`config.mk`:
```
export PLATFORM = sky130hd
export DESIGN_NAME = otpsec_top
export DESIGN_NICKNAME = d
export VERILOG_FILES = /design/src/rtl/otpsec_pkg.sv /design/src/rtl/otpsec_if.sv /design/src/rtl/otpsec_tap.sv /design/src/rtl/otpsec_top.sv
export SDC_FILE = /design/constraint.sdc
export NUM_CORES = 1
export LEC_CHECK = 0
export BUFFER_PORTS_ARGS = -buffer_cell sky130_fd_sc_hd__buf_2
export CAP_MARGIN = 0
export CORE_AREA = 2 2 237 239
export CTS_CLUSTER_SIZE = 14
export DETAILED_ROUTE_END_ITERATION = 12
export DIE_AREA = 0 0 239 241
export PLACE_DENSITY = 0.57
export RECOVER_POWER = 100
export SLEW_MARGIN = 10
export SYNTH_ARGS = -nofsm -noshare
export SYNTH_HDL_FRONTEND = slang
export SYNTH_SLANG_ARGS = --single-unit
```
`constraint.sdc`:
```
create_clock -name CLK -period 2.1 [get_ports CLK]
set_input_delay 0.315 -clock CLK [delete_from_list [all_inputs] [get_ports CLK]]
set_output_delay 0.315 -clock CLK [all_outputs]
set_load 0.02 [all_outputs]
```
`src/rtl/otpsec_pkg.sv`:
```
// constants and types of the otp security and jtag id block
// Summary of operation
// - otp has four lockable 512x32 sectors
// - security word loads from otp before run
// - remaining otp rows copied to sram first
// - program via 16b address, 32b data, 16b control
// - bit 0 blocks jtag tile access
// - bit 1 refuses link requests from tiles
// - bit 5 boots from otp address zero
// - bit 5 clear boots from internal flash
// - bit 7 enables redundant otp rows
// - bits 8-11 lock sectors 0-3
// - bit 12 rejects every programming attempt
// - bit 13 denies jtag otp access
// - general purpose bits readable by software
// - usercode id from bits 22-31
// - chain holds boundary tap and chip tap
// - five tms high cycles reset jtag
// - idcode returns version, part, maker fields
// - usercode returns id, unused, revision
package otpsec_pkg;
  // ==========================================
  // security word
  localparam int SEC_DIS_JTAG = 0;
  localparam int SEC_DIS_LINK = 1;
  localparam int SEC_BOOT_OTP = 5;
  localparam int SEC_REDUND = 7;
  localparam int SEC_LOCK0 = 8;
  localparam int SEC_MLOCK = 12;
  localparam int SEC_DIS_JOTP = 13;
  localparam int SEC_UID_LSB = 22;
  localparam logic [31:0] SEC_DEF_MASK = 32'hffff_bfa3;
  localparam logic [31:0] SEC_RESET = 32'h0000_0000;
  // ==========================================
  // otp array
  localparam int OTP_ROWS_PER_SECTOR = 512;
  localparam int OTP_SECTORS = 4;
  localparam logic [15:0] OTP_ROWS = 16'(OTP_ROWS_PER_SECTOR * OTP_SECTORS);
  localparam logic [15:0] OTP_SEC_ROW = 16'h0800;
  localparam logic [23:0] RID_PGM_ADDR = 24'h10_0200;
  localparam logic [23:0] RID_PGM_DATA = 24'h20_0100;
  localparam logic [23:0] RID_PGM_CTRL = 24'h10_0300;
  // ==========================================
  // register map
  localparam logic [7:0] REG_SEC = 8'h00;
  localparam logic [7:0] REG_PADDR = 8'h04;
  localparam logic [7:0] REG_PDATA = 8'h08;
  localparam logic [7:0] REG_PCTRL = 8'h0c;
  localparam logic [7:0] REG_STAT = 8'h10;
  localparam int PCTRL_START = 0;
  localparam int ST_LOADED = 0;
  localparam int ST_DONE = 1;
  localparam int ST_REJ = 2;
  localparam int ST_LDENY = 3;
  // ==========================================
  // jtag
  localparam logic [3:0] IR_IDCODE = 4'h1;
  localparam logic [3:0] IR_USERCODE = 4'h2;
  localparam logic [3:0] IR_ACCESS = 4'h3;
  localparam logic [3:0] IR_OTP = 4'h4;
  localparam logic [3:0] IR_BYPASS = 4'hf;
  localparam logic [3:0] IR_CAPTURE = 4'h1;
  localparam logic [2:0] TMS_RESET_CNT = 3'd5;
  typedef enum logic [4:0] {
    LD_SEC_RQ = 5'h01, LD_SEC_CAP = 5'h02, LD_COPY = 5'h04, LD_DRAIN = 5'h08, LD_RUN = 5'h10
  } otpsec_ld_t;
  typedef enum logic [15:0] {
    T_TLR = 16'h0001, T_RTI = 16'h0002, T_SDS = 16'h0004, T_CDR = 16'h0008,
    T_SDR = 16'h0010, T_E1D = 16'h0020, T_PDR = 16'h0040, T_E2D = 16'h0080,
    T_UDR = 16'h0100, T_SIS = 16'h0200, T_CIR = 16'h0400, T_SIR = 16'h0800,
    T_E1I = 16'h1000, T_PIR = 16'h2000, T_E2I = 16'h4000, T_UIR = 16'h8000
  } otpsec_tap_t;
endpackage : otpsec_pkg

```
`src/rtl/otpsec_if.sv`:
```
// link between the top and one jtag tap
`timescale 1ns/1ps
interface otpsec_if;
  logic tck_rise;
  logic tck_fall;
  logic tms;
  logic tdi;
  logic allow_acc;
  logic allow_otp;
  logic [9:0] user_id;
  logic tdo;
  logic sel_acc;
  logic sel_otp;
  modport top (output tck_rise, tck_fall, tms, tdi, allow_acc, allow_otp, user_id, input tdo, sel_acc, sel_otp);
  modport tap (input tck_rise, tck_fall, tms, tdi, allow_acc, allow_otp, user_id, output tdo, sel_acc, sel_otp);
endinterface : otpsec_if

```
`src/rtl/otpsec_tap.sv`:
```
// one jtag tap controller with idcode, usercode and access paths
`timescale 1ns/1ps
module otpsec_tap import otpsec_pkg::*; #(
  parameter logic [3:0] VERSION = 4'h0,   // arbitrary value
  parameter logic [15:0] PART = 16'h0001, // arbitrary value
  parameter logic [10:0] MAKER = 11'h001, // arbitrary value
  parameter logic [15:0] REVISION = 16'h0001 // arbitrary value
) (
  input wire logic CLK,
  input wire logic SRST,
  otpsec_if.tap jt
);
  otpsec_tap_t st_q, st_d;
  logic [2:0] hi_q;
  logic [3:0] ir_q, irs_q;
  logic [31:0] dr_q;
  logic tdo_q;
  logic full_dr;
  // ==========================================
  // state walk
  always_comb begin
    case (st_q)
      T_TLR: st_d = jt.tms ? T_TLR : T_RTI;
      T_RTI: st_d = jt.tms ? T_SDS : T_RTI;
      T_SDS: st_d = jt.tms ? T_SIS : T_CDR;
      T_CDR: st_d = jt.tms ? T_E1D : T_SDR;
      T_SDR: st_d = jt.tms ? T_E1D : T_SDR;
      T_E1D: st_d = jt.tms ? T_UDR : T_PDR;
      T_PDR: st_d = jt.tms ? T_E2D : T_PDR;
      T_E2D: st_d = jt.tms ? T_UDR : T_SDR;
      T_UDR: st_d = jt.tms ? T_SDS : T_RTI;
      T_SIS: st_d = jt.tms ? T_TLR : T_CIR;
      T_CIR: st_d = jt.tms ? T_E1I : T_SIR;
      T_SIR: st_d = jt.tms ? T_E1I : T_SIR;
      T_E1I: st_d = jt.tms ? T_UIR : T_PIR;
      T_PIR: st_d = jt.tms ? T_E2I : T_PIR;
      T_E2I: st_d = jt.tms ? T_UIR : T_SIR;
      T_UIR: st_d = jt.tms ? T_SDS : T_RTI;
      default: st_d = T_TLR;
    endcase
  end
  // five high tms cycles force reset
  always_ff @(posedge CLK) begin
    if (SRST) begin
      st_q <= T_TLR;
      hi_q <= 3'd0;
    end else if (jt.tck_rise) begin
      hi_q <= jt.tms ? ((hi_q == TMS_RESET_CNT) ? hi_q : hi_q + 3'd1) : 3'd0;
      st_q <= (jt.tms && hi_q >= TMS_RESET_CNT - 3'd1) ? T_TLR : st_d;
    end
  end
  // ==========================================
  // instruction register; blocked paths fall back to bypass
  always_ff @(posedge CLK) begin
    if (SRST) begin
      ir_q <= IR_IDCODE;
      irs_q <= IR_CAPTURE;
    end else if (jt.tck_rise) begin
      case (st_q)
        T_TLR: ir_q <= IR_IDCODE;
        T_CIR: irs_q <= IR_CAPTURE;
        T_SIR: irs_q <= {jt.tdi, irs_q[3:1]};
        T_UIR: ir_q <= irs_q;
        default: ir_q <= ir_q;
      endcase
    end
  end
  assign jt.sel_acc = (ir_q == IR_ACCESS) && jt.allow_acc;
  assign jt.sel_otp = (ir_q == IR_OTP) && jt.allow_otp;
  assign full_dr = (ir_q == IR_IDCODE) || (ir_q == IR_USERCODE) || jt.sel_acc || jt.sel_otp;
  // ==========================================
  // data register
  always_ff @(posedge CLK) begin
    if (SRST) begin
      dr_q <= 32'h0000_0000;
    end else if (jt.tck_rise) begin
      case (st_q)
        T_CDR: begin
          if (ir_q == IR_IDCODE) dr_q <= {VERSION, PART, MAKER, 1'b1};
          else if (ir_q == IR_USERCODE) dr_q <= {jt.user_id, 6'h00, REVISION};
          else dr_q <= 32'h0000_0000;
        end
        T_SDR: dr_q <= full_dr ? {jt.tdi, dr_q[31:1]} : {31'h0000_0000, jt.tdi};
        default: dr_q <= dr_q;
      endcase
    end
  end
  // tdo changes on the falling test clock edge
  always_ff @(posedge CLK) begin
    if (SRST) tdo_q <= 1'b0;
    else if (jt.tck_fall && st_q == T_SDR) tdo_q <= dr_q[0];
    else if (jt.tck_fall && st_q == T_SIR) tdo_q <= irs_q[0];
  end
  assign jt.tdo = tdo_q;
endmodule : otpsec_tap

```
`src/rtl/otpsec_top.sv`:
```
// otp security configuration, boot loader, program gate and jtag chain
//
// Implementation choices: the AHB-Lite register port and the placing of the registers.
`timescale 1ns/1ps
module otpsec_top import otpsec_pkg::*; (
  input wire logic CLK,
  input wire logic SRST,
  input wire logic HSEL,
  input wire logic [31:0] HADDR,
  input wire logic [1:0] HTRANS,
  input wire logic HWRITE,
  input wire logic [2:0] HSIZE,
  input wire logic [31:0] HWDATA,
  input wire logic HREADY,
  output logic [31:0] HRDATA,
  output logic HREADYOUT,
  output logic HRESP,
  output logic OTP_RD_EN,
  output logic [15:0] OTP_RD_ADDR,
  input wire logic [31:0] OTP_RD_DATA,
  output logic OTP_PGM_EN,
  output logic [15:0] OTP_PGM_ADDR,
  output logic [31:0] OTP_PGM_DATA,
  output logic [15:0] OTP_PGM_CTRL,
  output logic OTP_REDUND_EN,
  output logic SRAM_WE,
  output logic [10:0] SRAM_ADDR,
  output logic [31:0] SRAM_WDATA,
  output logic CORE_RUN,
  output logic BOOT_FROM_OTP,
  output logic BOOT_FROM_FLASH,
  input wire logic LINK_REQ,
  output logic LINK_GRANT,
  output logic LINK_DENY,
  input wire logic JTAG_TCK,
  input wire logic JTAG_TMS,
  input wire logic JTAG_TDI,
  output logic JTAG_TDO,
  output logic JTAG_TILE_SEL,
  output logic JTAG_OTP_SEL,
  output logic BSCAN_EXTEST
);
  otpsec_ld_t ld_q;
  logic [31:0] sec_q;
  logic [15:0] cnt_q;
  logic copy_q;
  logic rd_en_q;
  logic [15:0] rd_addr_q;
  logic sram_we_q;
  logic [10:0] sram_addr_q;
  logic [31:0] sram_wdata_q;
  logic run_q, boot_otp_q, redund_q;
  logic wr_q, rd_q, rd_ok_q;
  logic [7:0] aadr_q;
  logic [31:0] hrdata_q, rd_mux;
  logic wr_en;
  logic [15:0] paddr_q, pctrl_q;
  logic [31:0] pdata_q;
  logic [3:0] stat_q;
  logic pgm_start, pgm_locked;
  logic pgm_en_q;
  logic [15:0] pgm_addr_q, pgm_ctrl_q;
  logic [31:0] pgm_data_q;
  logic [2:0] s1_q, s2_q, s3_q, flt_q;
  logic tck_prev_q;
  logic [2:0] agree;

  // ==========================================
  // power-up loader
  // four sectors of 512 rows each
  always_ff @(posedge CLK) begin
    if (SRST) begin
      ld_q <= LD_SEC_RQ;
      cnt_q <= 16'h0000;
      rd_en_q <= 1'b0;
      rd_addr_q <= 16'h0000;
      copy_q <= 1'b0;
    end else begin
      case (ld_q)
        LD_SEC_RQ: begin
          rd_en_q <= 1'b1;
          rd_addr_q <= OTP_SEC_ROW;
          ld_q <= LD_SEC_CAP;
        end
        LD_SEC_CAP: begin
          rd_en_q <= 1'b0;
          ld_q <= LD_COPY;
        end
        LD_COPY: begin
          // stream every array row to sram
          rd_en_q <= 1'b1;
          copy_q <= 1'b1;
          rd_addr_q <= cnt_q;
          cnt_q <= cnt_q + 16'h0001;
          if (cnt_q == OTP_ROWS - 16'h0001) ld_q <= LD_DRAIN;
        end
        LD_DRAIN: begin
          rd_en_q <= 1'b0;
          copy_q <= 1'b0;
          ld_q <= LD_RUN;
        end
        LD_RUN: ld_q <= LD_RUN;
        default: ld_q <= LD_SEC_RQ;
      endcase
    end
  end
  // read data is taken in the same cycle that OTP_RD_EN requests it
  always_ff @(posedge CLK) begin
    if (SRST) begin
      sec_q <= SEC_RESET;
    end else if (ld_q == LD_SEC_CAP) begin
      sec_q <= OTP_RD_DATA & SEC_DEF_MASK;
    end
  end
  // no path rewrites sec_q until reset

  always_ff @(posedge CLK) begin
    if (SRST) begin
      sram_we_q <= 1'b0;
      sram_addr_q <= 11'h000;
      sram_wdata_q <= 32'h0000_0000;
    end else begin
      sram_we_q <= rd_en_q && copy_q;
      sram_addr_q <= rd_addr_q[10:0];
      sram_wdata_q <= OTP_RD_DATA;
    end
  end
  assign OTP_RD_EN = rd_en_q;
  assign OTP_RD_ADDR = rd_addr_q;
  assign SRAM_WE = sram_we_q;
  assign SRAM_ADDR = sram_addr_q;
  assign SRAM_WDATA = sram_wdata_q;

  // ==========================================
  // boot and array options
  always_ff @(posedge CLK) begin
    if (SRST) begin
      run_q <= 1'b0;
      boot_otp_q <= 1'b0;
      redund_q <= 1'b0;
    end else if (ld_q == LD_DRAIN) begin
      run_q <= 1'b1;
      // secure boot from otp row zero
      boot_otp_q <= sec_q[SEC_BOOT_OTP];
      redund_q <= sec_q[SEC_REDUND];
    end
  end
  assign CORE_RUN = run_q;
  assign BOOT_FROM_OTP = boot_otp_q;
  assign BOOT_FROM_FLASH = run_q && !boot_otp_q;
  assign OTP_REDUND_EN = redund_q;

  // ==========================================
  // link gate; refused until CORE_RUN rises
  // refuse other tiles when bit set
  assign LINK_GRANT = LINK_REQ && run_q && !sec_q[SEC_DIS_LINK];
  assign LINK_DENY = LINK_REQ && !(run_q && !sec_q[SEC_DIS_LINK]);

  // ==========================================
  // ahb-lite slave; reads take one wait state
  assign HREADYOUT = !rd_q || rd_ok_q;
  assign HRESP = 1'b0;
  assign HRDATA = hrdata_q;
  assign wr_en = wr_q && HREADY;
  always_ff @(posedge CLK) begin
    if (SRST) begin
      wr_q <= 1'b0;
      rd_q <= 1'b0;
      rd_ok_q <= 1'b0;
      aadr_q <= 8'h00;
    end else begin
      rd_ok_q <= rd_q && !rd_ok_q;
      if (HSEL && HTRANS[1] && HREADY) begin
        wr_q <= HWRITE && (HSIZE == 3'b010);
        rd_q <= !HWRITE;
        aadr_q <= HADDR[7:0];
      end else if (HREADY) begin
        wr_q <= 1'b0;
        rd_q <= 1'b0;
      end
    end
  end
  always_comb begin
    case (aadr_q)
      REG_SEC: rd_mux = sec_q;
      REG_PADDR: rd_mux = {16'h0000, paddr_q};
      REG_PDATA: rd_mux = pdata_q;
      REG_PCTRL: rd_mux = {16'h0000, pctrl_q};
      REG_STAT: rd_mux = {28'h000_0000, stat_q};
      default: rd_mux = 32'h0000_0000;
    endcase
  end
  always_ff @(posedge CLK) begin
    if (SRST) hrdata_q <= 32'h0000_0000;
    else if (rd_q && !rd_ok_q) hrdata_q <= rd_mux;
  end

  // ==========================================
  // program ports; start bit is a strobe and reads zero
  // address, data and control ports
  always_ff @(posedge CLK) begin
    if (SRST) begin
      paddr_q <= 16'h0000;
      pdata_q <= 32'h0000_0000;
      pctrl_q <= 16'h0000;
    end else if (wr_en) begin
      if (aadr_q == REG_PADDR) paddr_q <= HWDATA[15:0];
      if (aadr_q == REG_PDATA) pdata_q <= HWDATA;
      if (aadr_q == REG_PCTRL) pctrl_q <= HWDATA[15:0] & ~16'h0001;
    end
  end
  assign pgm_start = wr_en && (aadr_q == REG_PCTRL) && HWDATA[PCTRL_START];
  always_comb begin
    if (!run_q || sec_q[SEC_MLOCK]) pgm_locked = 1'b1;
    else if (paddr_q == OTP_SEC_ROW) pgm_locked = 1'b0;
    else if (paddr_q < OTP_ROWS) pgm_locked = sec_q[SEC_LOCK0 + int'(paddr_q[10:9])];
    else pgm_locked = 1'b1;
  end
  always_ff @(posedge CLK) begin
    if (SRST) begin
      pgm_en_q <= 1'b0;
      pgm_addr_q <= 16'h0000;
      pgm_data_q <= 32'h0000_0000;
      pgm_ctrl_q <= 16'h0000;
    end else begin
      pgm_en_q <= pgm_start && !pgm_locked;
      if (pgm_start && !pgm_locked) begin
        pgm_addr_q <= paddr_q;
        pgm_data_q <= pdata_q;
        pgm_ctrl_q <= HWDATA[15:0];
      end
    end
  end
  assign OTP_PGM_EN = pgm_en_q;
  assign OTP_PGM_ADDR = pgm_addr_q;
  assign OTP_PGM_DATA = pgm_data_q;
  assign OTP_PGM_CTRL = pgm_ctrl_q;
  // status: done, reject and link-deny bits write one clears, a new event wins
  always_ff @(posedge CLK) begin
    if (SRST) begin
      stat_q <= 4'h0;
    end else begin
      stat_q[ST_LOADED] <= run_q;
      stat_q[ST_DONE] <= (pgm_start && !pgm_locked) ||
                         (stat_q[ST_DONE] && !(wr_en && aadr_q == REG_STAT && HWDATA[ST_DONE]));
      stat_q[ST_REJ] <= (pgm_start && pgm_locked) ||
                        (stat_q[ST_REJ] && !(wr_en && aadr_q == REG_STAT && HWDATA[ST_REJ]));
      stat_q[ST_LDENY] <= LINK_DENY ||
                          (stat_q[ST_LDENY] && !(wr_en && aadr_q == REG_STAT && HWDATA[ST_LDENY]));
    end
  end

  // ==========================================
  // jtag pin filter: three flops, act when the last two agree
  assign agree = ~(s2_q ^ s3_q);
  always_ff @(posedge CLK) begin
    if (SRST) begin
      s1_q <= 3'h0;
      s2_q <= 3'h0;
      s3_q <= 3'h0;
      flt_q <= 3'h0;
      tck_prev_q <= 1'b0;
    end else begin
      s1_q <= {JTAG_TDI, JTAG_TMS, JTAG_TCK};
      s2_q <= s1_q;
      s3_q <= s2_q;
      flt_q <= (agree & s3_q) | (~agree & flt_q);
      tck_prev_q <= flt_q[0];
    end
  end

  // ==========================================
  // jtag chain: pin -> boundary tap -> chip tap -> pin
  // two taps present after reset
  otpsec_if bs_if();
  otpsec_if ch_if();
  assign bs_if.tck_rise = flt_q[0] && !tck_prev_q;
  assign bs_if.tck_fall = !flt_q[0] && tck_prev_q;
  assign bs_if.tms = flt_q[1];
  assign bs_if.tdi = flt_q[2];
  assign bs_if.allow_acc = 1'b1;
  assign bs_if.allow_otp = 1'b0;
  assign bs_if.user_id = sec_q[31:SEC_UID_LSB];
  assign ch_if.tck_rise = bs_if.tck_rise;
  assign ch_if.tck_fall = bs_if.tck_fall;
  assign ch_if.tms = flt_q[1];
  assign ch_if.tdi = bs_if.tdo;
  // tile paths shut by bit 0
  assign ch_if.allow_acc = !sec_q[SEC_DIS_JTAG];
  // otp path shut by bit 13
  assign ch_if.allow_otp = !sec_q[SEC_DIS_JOTP];
  // user id from top ten bits
  assign ch_if.user_id = sec_q[31:SEC_UID_LSB];
  otpsec_tap #(.PART(16'h0002)) u_bscan (.CLK(CLK), .SRST(SRST), .jt(bs_if));
  otpsec_tap #(.PART(16'h0003)) u_chip (.CLK(CLK), .SRST(SRST), .jt(ch_if));
  assign JTAG_TDO = ch_if.tdo;
  assign JTAG_TILE_SEL = ch_if.sel_acc;
  assign JTAG_OTP_SEL = ch_if.sel_otp;
  assign BSCAN_EXTEST = bs_if.sel_acc;

  // ==========================================
  // checks
  AST_SEC_STICKY: assert property (@(posedge CLK) disable iff (SRST)
    (ld_q == LD_RUN) |=> $stable(sec_q)) else $error("security word changed after load");
  AST_DEF_ZERO: assert property (@(posedge CLK) disable iff (SRST)
    (sec_q & ~SEC_DEF_MASK) == 32'h0000_0000) else $error("undefined security bit set");
  AST_SECTOR_LOCK: assert property (@(posedge CLK) disable iff (SRST)
    (pgm_start && run_q && paddr_q < OTP_ROWS && sec_q[SEC_LOCK0 + int'(paddr_q[10:9])])
    |=> !OTP_PGM_EN && stat_q[ST_REJ]) else $error("locked sector programmed");
  AST_MASTER_LOCK: assert property (@(posedge CLK) disable iff (SRST)
    sec_q[SEC_MLOCK] && $past(sec_q[SEC_MLOCK]) |-> !OTP_PGM_EN) else $error("program under master lock");
  AST_LINK_DENY: assert property (@(posedge CLK) disable iff (SRST)
    LINK_REQ && sec_q[SEC_DIS_LINK] |-> !LINK_GRANT && LINK_DENY) else $error("link granted when disabled");
  AST_JTAG_BLOCK: assert property (@(posedge CLK) disable iff (SRST)
    sec_q[SEC_DIS_JTAG] |-> !JTAG_TILE_SEL) else $error("jtag tile path open");
  AST_JOTP_BLOCK: assert property (@(posedge CLK) disable iff (SRST)
    sec_q[SEC_DIS_JOTP] |-> !JTAG_OTP_SEL) else $error("jtag otp path open");
  AST_BOOT_SRC: assert property (@(posedge CLK) disable iff (SRST)
    CORE_RUN |-> (BOOT_FROM_OTP == sec_q[SEC_BOOT_OTP]) && (BOOT_FROM_FLASH != BOOT_FROM_OTP))
    else $error("boot source wrong");
  AST_RUN_AFTER_COPY: assert property (@(posedge CLK) disable iff (SRST)
    $rose(CORE_RUN) |-> $past(ld_q == LD_DRAIN) && $past(sram_we_q, 2)) else $error("run before copy");
  AST_COPY_PAIR: assert property (@(posedge CLK) disable iff (SRST)
    SRAM_WE |-> $past(OTP_RD_EN) && SRAM_ADDR == $past(OTP_RD_ADDR[10:0])) else $error("sram write unpaired");
  AST_REDUND: assert property (@(posedge CLK) disable iff (SRST)
    CORE_RUN |-> OTP_REDUND_EN == sec_q[SEC_REDUND]) else $error("redundant rows mismatch");
  AST_USER_ID: assert property (@(posedge CLK) disable iff (SRST)
    ch_if.user_id == sec_q[31:22]) else $error("user id not from security word");
endmodule : otpsec_top

```
==> metrics.md <==
| Metric | Value |
|---|---|
| Hold Path Cell Cnt | 3 |
| Final setup viols | 109 |
| Crit-path max cell delay | 0.54 ns |
| Relative slew slack | 0.497 |
| IO Port Bufs | 253 |
| Cells after DPL | around 2900 |
| CTS buffer count | between 40 and 50 |
| Avg Cell Area, Syn | approximately 8.6 um2 |
| H-tree Lvls | 2 |
| First-pass GRT wire length | just over 80 mm |
| Final Hold Fails | 0 |
| Layout net count | between 2000 and 2500 |
| Fillers | 5341 |
| GPL Wtd Cong | roughly 0.85 |
| DRT antenna net count | 0 |
| Vias in the first global route | ~15000 |
| Top routing layer in use | met5 |
| Ys flop type | dfxtp_1 |
| Post-synth top area cell | dfxtp_1 |
| Mapped Nets | roughly 2000 |
| WL/cell | around 18 um |
| Unrepaired setup endpoints after global routing | true |
| Vias after detailed routing | roughly 16000 |
| Core Rows | 86 |
| Worst-Margin Slew | 0.746 ns |
| Worst Path Required | around 1.8 ns |
| Clk_skew | 0.0233 ns |
| Slowest-stage cell, CP | or4_4 |
| Die area | ~58000 um2 |
| DIE HEIGHT | 241 um |
| CTS sink count | ~420 |
| All-Layer GR Usage | 0.178 |
| Crit path time final | approximately 2.3 ns |
| Overflow left after global routing | 0 |
| Mapped cell area | roughly 16000 um2 |
| N_diodes | 0 |
| WL met2 | 26.7 mm |
| Final WS setup | -0.202 ns |
| Maxcap violations | 0 |
| Critical Path AT | roughly 2.0 ns |
| Pleak | about 9 nW |
| Die W | around 240 um |
| Fin cells | between 3000 and 4000 |
| CP Cell Sequence | or4_4 > buf_6 > nor2_1 > buf_4 > buf_6 |
| DP HPWL | between 30 and 40 mm |
| Yosys reg bits | approximately 420 |
| Core Box Area | roughly 55000 um2 |
| CP Launch Type | register |
| Clock transition at path regs | around 0.06 ns |
| Total Wirelength | 55.0 mm |
| Max VDD drop | between 0.0005 and 0.0006 V |
| Initial antenna violation count | 4 |
| Sequential cell area | between 8000 and 9000 um2 |
| Initial DRC count | 1202 |
| Post-route DRC | 0 |
| Gate Count Post-Synth | 1903 |
| Asr flop ratio synth | 0 |
| Setup crit end kind | output port |
| Top cell type's share of synthesized area | 0.517 |
| Worst reg2reg path depth | 8 |
| Synthesis-to-finish area growth | 44.0% |
| Vias per cell | 5.09 |
| Slew Viols, Final | 0 |
| Final period utilization | 1.10 |
| Post-synth cell types | 65 |
| Number of synthesized flops with an enable pin | 0 |
| Skew-Pair Late Insertion Delay | ~0.6 ns |
| CTS tree | done |
| Area of the multi-input gates | 8460 um2 |
| CP Max Fanout | 2 |
| Outcome | complete, but fails checks |
| Met1 WL | between 20 and 25 mm |
| Achievable Freq | 434 MHz |
| Largest net degree at the start of global routing | roughly 90 |
| Post-synthesis sequential area ratio | 0.517 |
| HP Class | input pin to register |
| Met3 wirelength from detailed routing | 3.44 mm |
| Starting density of the core | 0.297 |
| Ports | 280 |
| Failing checks | setup timing |
| Most common cell type on the critical path | buf_6 |
| Ys Warns | 0 |
| Pre-antenna DRT Iters | 5 |
| Setup CP Type | register to output port |
| Pre-CTS setup slack | -0.217 ns |
| CTS max path bufs | 3 |
| Root Buffer | clkbuf_16 |
| Synth top area cells | dfxtp_1 52%, nand2_1 8.6%, a21oi_1 6.6% |
| PwrDens | roughly 780 nW/um2 |
| Layout cell share with drive strength beyond 1 | 0.328 |
| Most numerous cell in the Yosys netlist | dfxtp_1 |
| Top cells by count, synth | 421 x dfxtp_1, 375 x nand2_1, 214 x a21oi_1 |
## power breakdown
part           switching, mW  leakage (nW)  internal (mW)
registers              0.160          3.41           8.13
logic                  0.717          4.95          0.493
clock network           3.45         0.815           5.45
## placed cells by master (no fill, tap or decap), drive strengths merged, types with 7 or more instances in the layout
cell / n
nor4b: 7
and2: 9
and3: 10
a2bb2oi: 17
inv: 13
nor2b: 62
a22oi: 92
nand3: 32
xnor2: 14
nor3: 52
clkbuf: 75
o21ai: 24
mux4: 11
nor3b: 12
dfxtp: 421
dlygate4sd3: 66
a21oi: 214
nand4b: 7
clkinv: 10
buf: 424
bufinv: 9
nor4: 21
nor2: 208
nand4: 12
a22o: 10
a221oi: 25
xor2: 18
o21bai: 7
or4: 14
nand2: 375
a211oi: 10
## sequential cells by signal (all words and copies together) (netlist names), 5 cells and up, named ones only
name          count
SRAM_ADDR        11
cnt_q            16
OTP_RD_ADDR      16
HRDATA           32
OTP_PGM_DATA     32
OTP_PGM_CTRL     16
u_chip.st_q      16
pctrl_q          15
u_chip.dr_q      32
OTP_PGM_ADDR     16
u_bscan.st_q     16
u_bscan.dr_q     32
SRAM_WDATA       32
paddr_q          16
ld_q              5
pdata_q          32
aadr_q            8
sec_q            27
## cell families after synthesis
group / after synthesis / synth area share
AO/OA/AOI/OAI: 417 / 0.160
XOR/XNOR: 32 / 0.0172
adder cells (fa/ha/maj): 5 / 0.00384
buffers and inverters: 155 / 0.0382
flip-flops: 421 / 0.517
multiplexers: 20 / 0.0210
other: 1 / 0.000230
AND/OR/NAND/NOR: 852 / 0.242
## through the flow
stage | util | power, mW | hold WS (ns) | setup TNS, ns | area (um2)
floorplan | - | 9.04 | 0.414 | -0.352 | 16400
global placement | 0.350 | 9.51 | 0.425 | -10.05 | 19200
detailed placement | 0.350 | 9.53 | 0.428 | -13.27 | 19200
CTS | 0.410 | 18.6 | 0.000293 | -7.28 | 22500
global route | 0.428 | 19.0 | 0.0369 | -22.07 | 23500
finish | 0.428 | 18.4 | 0.0366 | -10.85 | 23500
## area by class of cell
type | instances | share of cell area
inverter | 11 | 0.00181
sequential | 421 | 0.360
clock buffer | 62 | 0.0551
clock inverter | 22 | 0.0155
tap | 704 | 0.0375
multi-input combinational | 1327 | 0.360
timing repair buffer | 503 | 0.170
## worst paths after layout
check	startpoint	end	slack, ns
max	sec_q[13]	JTAG_OTP_SEL	-0.20
max reg2reg	paddr_q[9]	OTP_PGM_DATA[15]	-0.16
min	HWDATA[4]	pctrl_q[4]	0.04
min reg2reg	s1_q[1]	s2_q[1]	0.45
## worst max-delay path, delay by kind of cell (launching register included)
kind	cells	cell delay, ns
buffers and inverters	3	0.41
DFF	1	0.36
and+or+nand+nor	2	0.63
## repair_timing
item,4_1_cts,5_1_grt
setup endpoints to repair,142,183
pin swaps,73,119
hold endpoints to repair,104,0
buffers inserted,20,5
hold buffers,66,0
gates cloned,13,11
gates resized for setup,120,243
## layer usage
metal,track usage,up-vias
li1,-,7426
met1,0.221,7500
met2,0.305,467
met3,0.0361,124
met4,0.0684,6
met5,0,-
No activity file was read; power rests on OpenSTA's default activity.
